<file path="src/hw/adct_defs.vh">
`ifndef ADCT_DEFS_VH
`define ADCT_DEFS_VH

// ==========================================
// Register map
`define ADCT_ADDR_WIDTH 4
`define ADCT_CFG_ADDR 4'h0
`define ADCT_STAT_ADDR 4'h1
`define ADCT_CFG_RESET 16'h0000
`define ADCT_CFG_WMASK 16'h9FFF

// ==========================================
// Field positions
`define ADCT_SRC_BIT 15
`define ADCT_SAMP_MSB 12
`define ADCT_SAMP_LSB 8
`define ADCT_DIV_MSB 7
`define ADCT_DIV_LSB 0
`define ADCT_DIV_MAX 8'h3F

// ==========================================
// Status register fields
`define ADCT_STAT_SAMPLING 0
`define ADCT_STAT_SRC 1
`define ADCT_STAT_RESERVED 2

`endif

</file>
<file path="src/hw/adct_timing.v">
// Implementation choices: the strobed register port and the address map.
`timescale 1ns/1ps
// Behaviour
// - Bit 15 selects RC or system-derived clock.
// - Sample phase lasts N conversion periods.
// - Conversion period equals instruction cycle times (divider+1).
// - RC source ignores the divider field.
`include "adct_defs.vh"

module adct_timing (
	input wire mclk,
	input wire rstn,
	input wire [`ADCT_ADDR_WIDTH-1:0] regAddr,
	input wire [15:0] regWdata,
	input wire regWrite,
	input wire regRead,
	output reg [15:0] regRdata,
	input wire cycleTick,
	input wire rcTick,
	input wire sampleStart,
	output wire convTick,
	output wire [4:0] autoSampleDuration,
	output reg sampling,
	output reg sampleDone
);

	// ==========================================
	// Local constants
	localparam [0:0] ST_IDLE = 1'b0;
	localparam [0:0] ST_SAMPLE = 1'b1;
	localparam [7:0] DIV_ZERO = 8'h00;
	localparam [7:0] DIV_STEP = 8'h01;
	localparam [4:0] SAMP_ZERO = 5'h00;
	localparam [4:0] SAMP_ONE = 5'h01;
	localparam [4:0] SAMP_STEP = 5'h01;

	// ==========================================
	// Configuration register
	reg [15:0] converterTimingConfig;
	reg [15:0] next_converterTimingConfig;
	reg restart;
	wire cfgSel;
	wire cfgWrite;
	wire convClockSourceSelect;
	wire [7:0] convClockDivider;

	assign cfgSel = (regAddr == `ADCT_CFG_ADDR);
	assign cfgWrite = regWrite && cfgSel;
	assign convClockSourceSelect = converterTimingConfig[`ADCT_SRC_BIT];
	assign convClockDivider = converterTimingConfig[`ADCT_DIV_MSB:`ADCT_DIV_LSB];
	assign autoSampleDuration = converterTimingConfig[`ADCT_SAMP_MSB:`ADCT_SAMP_LSB];

	// Bits 14:13 are unimplemented, so the write mask keeps them at zero.
	always @* begin
		next_converterTimingConfig = converterTimingConfig;
		if (cfgWrite) begin
			next_converterTimingConfig = regWdata & `ADCT_CFG_WMASK;
		end
	end

	always @(posedge mclk) begin
		if (!rstn) begin
			converterTimingConfig <= `ADCT_CFG_RESET;
			restart <= 1'b0;
		end else begin
			converterTimingConfig <= next_converterTimingConfig;
			restart <= cfgWrite;
		end
	end

	// ==========================================
	// Read port
	reg [15:0] next_regRdata;
	wire [15:0] statusWord;

	assign statusWord = {14'h0000, convClockSourceSelect, sampling};

	// Read data stand in each cycle after a cycle with regRead high and are zero otherwise.
	always @* begin
		next_regRdata = 16'h0000;
		if (regRead) begin
			case (regAddr)
				`ADCT_CFG_ADDR: begin
					next_regRdata = converterTimingConfig;
				end
				`ADCT_STAT_ADDR: begin
					next_regRdata = statusWord;
				end
				default: begin
					next_regRdata = 16'h0000;
				end
			endcase
		end
	end

	always @(posedge mclk) begin
		if (!rstn) begin
			regRdata <= 16'h0000;
		end else begin
			regRdata <= next_regRdata;
		end
	end

	// ==========================================
	// Conversion clock divider
	reg [7:0] divCount;
	reg [7:0] next_divCount;
	reg divTick;
	reg next_divTick;
	wire divClear;
	wire divWrap;

	// The count is held clear in the write cycle and the cycle after it.
	assign divClear = restart || cfgWrite;
	assign divWrap = (divCount >= convClockDivider);

	// Each instruction cycle counts once; the tick follows divider+1 of them.
	// Reserved divider codes are not guarded and divide by their value plus one.
	always @* begin
		next_divCount = divCount;
		next_divTick = 1'b0;
		if (divClear) begin
			next_divCount = DIV_ZERO;
			next_divTick = 1'b0;
		end else if (cycleTick) begin
			if (divWrap) begin
				next_divCount = DIV_ZERO;
				next_divTick = 1'b1;
			end else begin
				next_divCount = divCount + DIV_STEP;
				next_divTick = 1'b0;
			end
		end
	end

	always @(posedge mclk) begin
		if (!rstn) begin
			divCount <= DIV_ZERO;
			divTick <= 1'b0;
		end else begin
			divCount <= next_divCount;
			divTick <= next_divTick;
		end
	end

	// ==========================================
	// Conversion tick selection
	wire rcGated;

	// The oscillator tick is masked while a rewrite settles.
	assign rcGated = rcTick && !divClear;
	// The divider value plays no part when the oscillator is selected.
	assign convTick = convClockSourceSelect ? rcGated : divTick;

	// ==========================================
	// Automatic sample phase
	reg sampState;
	reg next_sampState;
	reg [4:0] sampCount;
	reg [4:0] next_sampCount;
	reg next_sampleDone;

	// A start request during a running sample phase is ignored.
	always @* begin
		next_sampState = sampState;
		next_sampCount = sampCount;
		next_sampleDone = 1'b0;
		case (sampState)
			ST_IDLE: begin
				if (sampleStart) begin
					if (autoSampleDuration == SAMP_ZERO) begin
						next_sampleDone = 1'b1;
					end else begin
						next_sampState = ST_SAMPLE;
						next_sampCount = autoSampleDuration;
					end
				end
			end
			ST_SAMPLE: begin
				if (convTick) begin
					next_sampCount = sampCount - SAMP_STEP;
					if (sampCount == SAMP_ONE) begin
						next_sampState = ST_IDLE;
						next_sampleDone = 1'b1;
					end
				end
			end
			default: begin
				next_sampState = ST_IDLE;
				next_sampCount = SAMP_ZERO;
			end
		endcase
	end

	always @(posedge mclk) begin
		if (!rstn) begin
			sampState <= ST_IDLE;
			sampling <= 1'b0;
			sampCount <= SAMP_ZERO;
			sampleDone <= 1'b0;
		end else begin
			sampState <= next_sampState;
			sampling <= (next_sampState == ST_SAMPLE);
			sampCount <= next_sampCount;
			sampleDone <= next_sampleDone;
		end
	end

endmodule // adct_timing

</file>
<file path="config.mk">
export PLATFORM = sky130hd
export DESIGN_NAME = adct_timing
export DESIGN_NICKNAME = d
export VERILOG_FILES = /design/src/hw/adct_timing.v
export VERILOG_INCLUDE_DIRS = /design/src /design/src/hw
export SDC_FILE = /design/constraint.sdc
export NUM_CORES = 1
export LEC_CHECK = 0
export BUFFER_PORTS_ARGS = -buffer_cell sky130_fd_sc_hd__clkbuf_2
export CORE_AREA = 2 2 87 89
export DETAILED_ROUTE_END_ITERATION = 8
export DIE_AREA = 0 0 89 91
export SETUP_SLACK_MARGIN = 0.05
export SLEW_MARGIN = 15
export SYNTH_ARGS = -nofsm -noshare
export SYNTH_HDL_FRONTEND = slang
export SYNTH_SLANG_ARGS = --single-unit
</file>
<file path="constraint.sdc">
create_clock -name mclk -period 1.53 [get_ports mclk]
set_input_delay 0 -clock mclk [delete_from_list [all_inputs] [get_ports mclk]]
set_output_delay 0 -clock mclk [all_outputs]
set_load 0.005 [all_outputs]
</file>
Word-level counts from Yosys, hierarchy flattened
Index checks and enable logic that the tools add are counted.
{"block": "word_totals", "register_bits": 47, "input_bits": 27, "output_inout_bits": 24}
{"block": "op_classes", "n_mux": 18, "reduce_logical": 10, "order_cmp": 1, "n_eq_ne": 5, "addsub": 2, "n_bitwise": 3}
{"operator": "16-bit case mux with 2 select lines", "count": 1}
{"operator": "5-bit 2-to-1 mux", "count": 3}
{"operator": "1-bit 2-to-1 mux", "count": 10}
{"operator": "5-bit case mux with 2 select lines", "count": 1}
{"operator": "8-bit by 1-bit adder with 8-bit output, second input constant", "count": 1}
{"operator": "8-bit >= comparator", "count": 1}
{"operator": "8-bit 2-to-1 mux", "count": 1}
{"operator": "2-bit != test, second input constant", "count": 3}
{"operator": "5-bit by 1-bit == test with 1-bit output, second input constant", "count": 1}
{"operator": "5-bit logical NOT", "count": 1}
{"operator": "5-bit by 1-bit subtractor with 5-bit output, second input constant", "count": 1}
{"operator": "4-bit by 1-bit == test with 1-bit output, second input constant", "count": 1}
{"operator": "4-bit logical NOT", "count": 1}
{"operator": "1-bit case mux with 2 select lines", "count": 2}
{"operator": "1-bit NOT", "count": 3}
{"operator": "3-bit AND reduction", "count": 1}
{"operator": "3-bit OR reduction", "count": 1}
{"operator": "1-bit logical AND", "count": 2}
{"operator": "2-bit AND reduction", "count": 1}
{"operator": "2-bit OR reduction", "count": 1}
{"operator": "1-bit logical NOT", "count": 1}
{"operator": "1-bit logical OR", "count": 1}

Depth between registers and ports, before layout
Gate-level depths: netlist of the first run.
{"block": "logic_depth", "ltp_word": 8, "depth_mapped": 7, "ltp_nobuf": 7}

Worst setup path before layout of the first run
Ideal clock, no wire load.
{"block": "synth_timing", "kind": "flip-flop to flip-flop", "startpoint": "reg converterTimingConfig[7]", "endpoint": "reg divCount[0]", "t_arrival_ps": 1337, "synth_period_minus_slack_ps": 1464, "slack_ps": 66, "path_buffers": 0, "required_ps": 1403, "stages_incl_launch_ff": 7, "setup_time_ps": 127, "path_cell_list": "dfxtp_1 inv_1 ha_1 nand2_1 or2_2 o211ai_2 nor2_1"}
{"block": "synth_between", "elab_chain_cells": 2}
{"element": "start: declaration", "line": "adct_timing.v:39", "text": "reg [15:0] converterTimingConfig;"}
{"element": "start signal: assignment", "line": "adct_timing.v:63", "text": "converterTimingConfig <= `ADCT_CFG_RESET;"}
{"element": "start signal: assignment", "line": "adct_timing.v:66", "text": "converterTimingConfig <= next_converterTimingConfig;"}
{"element": "8-bit >= comparator", "line": "adct_timing.v:115", "text": "assign divWrap = (divCount >= convClockDivider);"}
{"element": "8-bit 2-to-1 mux", "line": "adct_timing.v:126", "text": "if (divWrap) begin"}
{"element": "end signal: assignment", "line": "adct_timing.v:141", "text": "divCount <= next_divCount;"}
{"element": "end: declaration", "line": "adct_timing.v:106", "text": "reg [7:0] divCount;"}
No other way between the ends.
A chain may end at the register's enable or synchronous reset.

Final worst setup path of the first run
{"block": "layout_timing", "startpoint": "reg converterTimingConfig[12]", "endpoint": "reg sampCount[4]"}
{"block": "layout_between", "elab_chain_cells": 3}
{"element": "5-bit logical NOT or 5-bit 2-to-1 mux (tied branches)", "line": "adct_timing.v:171", "text": "if (autoSampleDuration == SAMP_ZERO) begin"}
{"element": "2-bit != test (no line) or 5-bit 2-to-1 mux (tied branches)"}
{"element": "3-bit AND reduction (no line) or 5-bit case mux with 2 select lines (tied branches)"}
{"element": "end signal: assignment", "line": "adct_timing.v:204", "text": "sampCount <= next_sampCount;"}
{"element": "end: declaration", "line": "adct_timing.v:159", "text": "reg [4:0] sampCount;"}
Parallel ways exist; a longest one is shown, timed or not. The select of a mux whose other input is x is not followed.

==> reports/qor.csv, run 1 <==
metric,value,unit
Synth Flop Type,dfxtp_1,
Syn-to-layout area delta,37.3,%
CTS Sinks,45,
grt ovf,0,
post-synth top area cell,dfxtp_1,
Max clock buf depth,2,
Final Max Tran Viols,0,
status,finished clean,
endpoint type of the worst setup path,register,
xor/xnor share of the synthesized area,3.81,%
layout cells sized above 1,35.4,%
Max VDD drop,0.314,mV
R2R Path Start,converterTimingConfig[12],
worst skew pair latency,0.30,ns
final period utilization,99.0,%
Critical Path Sink,sampCount[4],
asr flop ratio synth,0,%
largest family of logic cells by synthesized area,simple AND/OR/NAND/NOR gates,
Syn Std Cell Area,2070,sq um
Die Ht,91,microns
Power Dens Cells,763,nW/um^2
Port Buffers,46,
Met2 Routed Length,2080,microns
Synth top area share,43.5,%
Starting Density,29.0,%
DIE AREA,8100,sq um
Hold WC Path Type,in -> reg,
Avg Vias per Cell,4.33,
WP data arrival,1.74,ns
Syn Inst Count,227,
Post-synth EDFFs,0,
RSZ-0062 raised after global routing,true,
R2R Setup Slk,0.02,ns
post-synth cell types,45,
Placeable Area,7140,sq um
worst-case reg-to-reg path depth,4,
"CTS clk-pin slew, worst paths",0.09,ns
ANT nets after route,0,
Fin. Hold Viols,0,
placed cells,376,
DR top layer,met4,
required time worst endpoint,1.76,ns
DRC Markers,0,
design area,2840,sq um
CP startpoint kind,register,
routed length on met3,215,microns
Mean Syn Cell Area,9.12,sq um
Ys Warns,0,
post-synthesis mux area share,2.48,%
root buf cell,clkbuf_8,
post-synthesis compound-gate area fraction,13.7,%
nets,340,
worst setup path class,reg -> reg,
First-pass DRT Iterations,4,
register area share after synthesis,43.5,%
largest net degree at the start of global routing,17,
min Tclk post-route,1.51,ns
DR iter-0 viols,69,
dpl hpwl,3520,microns
total number of vias,1735,
Hold WS,0.0258,ns
die width,89,microns
final WL,4800,microns
Ports,51,
RR Endpoint,sampCount[4],
Synth area leaders,"dfxtp_1 44%, nand2_1 7.4%, ha_1 6.6%",
setup violators final,0,
diodes inserted,0,
TritonCTS clock tree,yes,
Worst Path Max Fanout,3,
Post-Place Cell Area,2460,sq um
Finished Layout Cells,401,
row count,31,
H-tree depth,2,
worst setup path start,converterTimingConfig[12],
fmax,660,MHz
CTS Buf Count,5,
Placer Congestion,0.797,
count of state elements after synthesis,45,
Leakage Power,1.18,nW
drt wl/cell,12.0,microns
skew final,0.0109,ns
simple-gate portion of the synthesized area,22.8,%
initial antenna violation count,0,
first-pass GRT wire length,7430,microns
Synth Area in Adders,6.65,%
Max Cap Viol,0,
met1 wire length,2410,microns
vias in the first global route,1567,
total track usage,11.8,%
## per-stage QoR
step / TNS (ns) / power [mW] / setup WS, ns / util, %
4_1_cts: 0 / 2.17 / 0.0247 / 38.1
5_1_grt: -0.119 / 2.27 / -0.0795 / 39.8
6_report: 0 / 2.17 / 0.0153 / 39.8
2_1_floorplan: 0 / 1.35 / 0.0662 / -
3_5_place_dp: 0 / 1.42 / 0.000169 / 34.5
3_3_place_gp: 0 / 1.42 / 0.0164 / 34.5
## what timing repair did
item                                    in CTS  in global routing
buffers inserted                             0                  4
hold endpoints to repair                    14                  0
pin swaps                                    5                 18
endpoints found under the setup margin      10                 14
hold buffers                                14                  0
resized for setup                           10                 18
## cell usage in the layout (no fill, tap or decap), drive strengths merged, types with 5 or more instances in the layout
cell type | netlist | final
a21oi | 6 | 6
dlygate4sd3 | 0 | 14
ha | 11 | 11
nor3 | 8 | 8
clkbuf | 4 | 52
and2 | 9 | 9
inv | 11 | 11
nor2 | 15 | 15
a21boi | 15 | 15
buf | 11 | 22
xor2 | 5 | 5
dfxtp | 45 | 45
o21ai | 5 | 5
nand2 | 41 | 41
## registers in the layout, summed over array words and instances (netlist names)
name                   cells
sampCount                  5
sampState                  1
converterTimingConfig     14
regRdata                  14
divCount                   8
restart                    1
divTick                    1
sampleDone                 1
## power by group
part | internal (mW) | total [mW] | switching, mW
clock network | 0.317 | 0.724 | 0.408
registers | 1.19 | 1.20 | 0.0116
logic | 0.135 | 0.248 | 0.114
## worst max-delay path: stages, from the launching register on
cell	delay (ns)
dfxtp_1	0.32
or4_4	0.57
o21ai_4	0.17
a21boi_4	0.20
mux2i_1	0.18
## layout make-up
| cell class | instances | area [sq um] |
|---|---|---|
| clock buffers | 6 | 72.6 |
| clock inverters | 1 | 8.76 |
| fillers | 757 | 4290 |
| inverters | 11 | 43.8 |
| multi-input cells | 157 | 1150 |
| flip-flops and latches | 45 | 908 |
| well taps | 99 | 124 |
| repair buffers | 82 | 539 |
## logic make-up (layout without fill, tap and decap cells)
family / Yosys count / in the layout
adder cells (fa/ha/maj): 11 / 11
XOR/XNOR: 9 / 9
AND/OR/NAND/NOR: 93 / 93
AO/OA/AOI/OAI: 37 / 37
flip-flops: 45 / 45
buffers and inverters: 26 / 100
multiplexers: 5 / 5
other: 1 / 2
## synthesized netlist by cell type (2+ instances only)
| cell type | instances |
|---|---|
| dfxtp_1 | 45 |
| nand2_1 | 41 |
| nor2_1 | 15 |
| a21boi_0 | 14 |
| ha_1 | 11 |
| inv_1 | 11 |
| and2_1 | 8 |
| buf_4 | 7 |
| nor3_1 | 7 |
| a21oi_1 | 6 |
| xor2_1 | 5 |
| clkbuf_1 | 4 |
| mux2i_1 | 4 |
| xnor2_1 | 4 |
| nand3_1 | 3 |
| o21ai_0 | 3 |
| a221o_1 | 2 |
| a31oi_1 | 2 |
| and3_1 | 2 |
| buf_2 | 2 |
| buf_6 | 2 |
| nand2b_1 | 2 |
| nand4_1 | 2 |
| nor3b_1 | 2 |
| o21a_1 | 2 |
| o21ai_2 | 2 |
## metal layers
layer	up-vias	global-route usage [%]
met3	7	2.18
met5	-	0
li1	899	-
met4	0	5.22
met2	46	16.9
met1	783	17.1
## worst min path at each step
| stage | startpoint | end | slack (ns) | cells after the start |
|---|---|---|---|---|
| 4_1_cts | rstn | sampState | 0.02 | 3 |
| 2_1_floorplan | regWdata[0] | converterTimingConfig[0] | 0.14 | 2 |
| 5_1_grt | regAddr[1] | restart | 0.06 | 3 |
| 6_report | rstn | sampState | 0.03 | 3 |
| 3_3_place_gp | regWdata[1] | converterTimingConfig[1] | 0.24 | 3 |
| 3_5_place_dp | regWdata[11] | converterTimingConfig[11] | 0.24 | 3 |
Note: power is estimated with default switching activity, not from simulation.
==> run 2: changes to the inputs <==
--- a/config.mk
+++ b/config.mk
@@ -6,10 +6,12 @@
 export SDC_FILE = /design/constraint.sdc
 export NUM_CORES = 1
 export LEC_CHECK = 0
+export ABC_AREA = 1
 export BUFFER_PORTS_ARGS = -buffer_cell sky130_fd_sc_hd__clkbuf_2
-export CORE_AREA = 2 2 87 89
+export CORE_AREA = 2 2 86 88
+export CTS_CLUSTER_SIZE = 30
 export DETAILED_ROUTE_END_ITERATION = 8
-export DIE_AREA = 0 0 89 91
+export DIE_AREA = 0 0 88 90
 export SETUP_SLACK_MARGIN = 0.05
 export SLEW_MARGIN = 15
 export SYNTH_ARGS = -nofsm -noshare
==> run 2 against run 1 <==
Compared with the run above: clock power grew 29%; via count grew 3.6%; total power grew 9.3%.
==> reports/qor.csv, run 2 <==
metric,value,unit
status,finished clean,
final WL,4460,microns
"Slowest-stage cell, CP",dfxtp_2,
DR iter-0 viols,49,
dpl hpwl,3320,microns
drt wl/cell,10.5,microns
Avg Vias per Cell,4.24,
TritonCTS clock tree,yes,
Ports,51,
count of state elements after synthesis,45,
Syn-to-layout area delta,34.4,%
"Largest stage delay, worst path",0.35,ns
Mean Syn Cell Area,7.85,sq um
R2R Setup Slk,0.09,ns
CTS Buf Count,5,
DRC Markers,0,
CP startpoint kind,register,
Max Cap Viol,0,
Worst-Margin Slew,0.503,ns
Placer Congestion,0.760,
Synth top area share,43.8,%
CTS Sinks,45,
die width,88,microns
Post-synth EDFFs,0,
Hold Path Origin,regAddr[0],
Placeable Area,7020,sq um
setup violators final,0,
fmax,696,MHz
RSZ-0062 raised after global routing,true,
total track usage,11.8,%
post-synth cell types,32,
grt ovf,0,
Worst slew margin,66.4,%
skew final,0.00339,ns
Hold Crit Depth,3,
register area share after synthesis,43.8,%
Synth Flop Type,dfxtp_1,
"CTS clk-pin slew, worst paths",0.08,ns
R2R Path Start,converterTimingConfig[1],
"count leader, synth",nand2_1,
layout cells sized above 1,33.5,%
Fillers,700,
Starting Density,29.3,%
Hold WC Path Type,in -> reg,
Synth area leaders,"dfxtp_1 44%, nand2_1 8.9%, ha_1 6.7%",
Port Buffers,46,
first-pass GRT wire length,7490,microns
Worst Path Max Fanout,8,
Setup TNS,0,ns
diodes inserted,0,
Final Max Tran Viols,0,
required time worst endpoint,1.72,ns
crit-path leading delay family,simple AND/OR/NAND/NOR gates,
CP cell instances,inv_2 -> ha_4 -> nand2_2 -> nand3b_1 -> nand2_1 -> nand2_1 -> nand2_1 -> nand2_1 -> nand2_2 -> nand2_4 -> nor2_1,
final period utilization,93.9,%
DIE AREA,7920,sq um
total number of vias,1797,
ANT nets after route,0,
WP data arrival,1.63,ns
CP Buf/Inv Count,1,
Power Dens Cells,858,nW/um^2
Fin. Hold Viols,0,
Hold EP,regRdata[1],
Max VDD drop,0.345,mV
most frequent CP cell,nand2_1,
worst skew pair latency,0.30,ns
nets,362,
post-synth top area cell,dfxtp_1,
Ys Warns,0,
min Tclk post-route,1.44,ns
root buf cell,clkbuf_8,
Die Ht,90,microns
Syn Std Cell Area,2060,sq um
Max clock buf depth,2,
asr flop ratio synth,0,%
First-pass DRT Iterations,4,
Leakage Power,1.24,nW
Regs by FF count,"converterTimingConfig x14, regRdata x14, divCount x8",
worst-case reg-to-reg path depth,11,
worst setup path class,reg -> reg,
vias in the first global route,1742,
"commonest non-fill, non-tap cells in the layout","46 x nand2_1, 46 x clkbuf_2, 39 x dfxtp_1, 28 x inv_1, 25 x nor2_1",
endpoint type of the worst setup path,register,
Finished Core Util,39.4,%
Syn Inst Count,262,
H-tree depth,2,
largest net degree at the start of global routing,16,
row count,31,
RR Endpoint,divCount[1],
commonest cells in the netlist,"49 x nand2_1, 45 x dfxtp_1, 32 x inv_1, 32 x nor2_1, 15 x nand3_1",
initial antenna violation count,0,
==> run 2: cell types whose count changed after synthesis, sizes merged, moves of 4 or more <==
cell | before | now
nor3 | 8 | 2
nand3 | 3 | 18
nor2 | 15 | 38
a21boi | 15 | 0
o21ai | 5 | 20
clkbuf | 4 | 0
inv | 11 | 35
and2 | 9 | 0
nand2 | 41 | 55
==> run 2: final cells by class <==
type,count,area (sq um),area share [%]
clock buffers,7,86.3,3.12
clock inverters,1,30.0,1.09
inverters,35,131,4.75
multi-input cells,169,1050,38.1
flip-flops and latches,45,908,32.9
well taps,99,124,4.48
repair buffers,68,433,15.7
==> run 2: worst min-delay path, cell delays in order <==
cell,delay [ns]
clkbuf_2,0.10
nand3b_1,0.11
o31ai_1,0.07
==> run 2: how the worst max path moves through the flow <==
| stage | slack, ns | depth (start not counted) | from | end |
|---|---|---|---|---|
| final | 0.09 | 11 | converterTimingConfig[1] | divCount[1] |
| after global routing | 0.007 | 11 | converterTimingConfig[1] | divCount[1] |
| after CTS | 0.05 | 11 | converterTimingConfig[1] | divCount[6] |
| after detailed placement | 0.02 | 11 | converterTimingConfig[1] | divCount[6] |
| after global placement | 0.08 | 11 | converterTimingConfig[1] | divCount[6] |
| after floorplan | 0.23 | 11 | divCount[0] | divCount[0] |
==> run 2: layer usage <==
layer | track usage, % | vias up | wire length [microns]
li1 | - | 935 | -
met1 | 13.7 | 819 | 1950
met2 | 21.0 | 37 | 2260
met3 | 2.94 | 6 | 203
met4 | 3.08 | 0 | 53
met5 | 0 | - | 0
==> run 2: cells by family after synthesis <==
family / Yosys count / synth area share, %
compound gates: 32 / 8.52
xor+xnor: 4 / 1.70
fa+ha+maj: 11 / 6.69
buf+inv: 49 / 11.0
flops: 45 / 43.8
mux: 1 / 0.487
other cells: 1 / 0.182
simple gates: 119 / 27.6
==> run 2: metrics by stage <==
step / power [mW] / setup slack, ns / hold WS, ns / instances / cell area (sq um)
floorplan: 1.35 / 0.225 / 0.103 / 263 / 2060
global placement: 1.41 / 0.0760 / 0.208 / 399 / 2360
detailed placement: 1.42 / 0.0171 / 0.213 / 399 / 2360
CTS: 2.38 / 0.0546 / 0.00880 / 422 / 2630
global route: 2.48 / 0.00675 / 0.0254 / 424 / 2770
finish: 2.37 / 0.0931 / 0.0222 / 424 / 2770
==> run 2: power by group <==
group / internal, mW / switching [mW]
logic: 0.113 / 0.126
registers: 1.19 / 0.0122
clock network: 0.533 / 0.399
total: 1.84 / 0.538
==> run 2: what timing repair did <==
item                                    CTS  global route
endpoints found under the hold margin    15             0
endpoints found under the setup margin    8            14
setup buffers                             0             2
gates resized for setup                   2            28
hold buffers                             15             0
gates cloned                              0             0
pin swaps                                 0            17
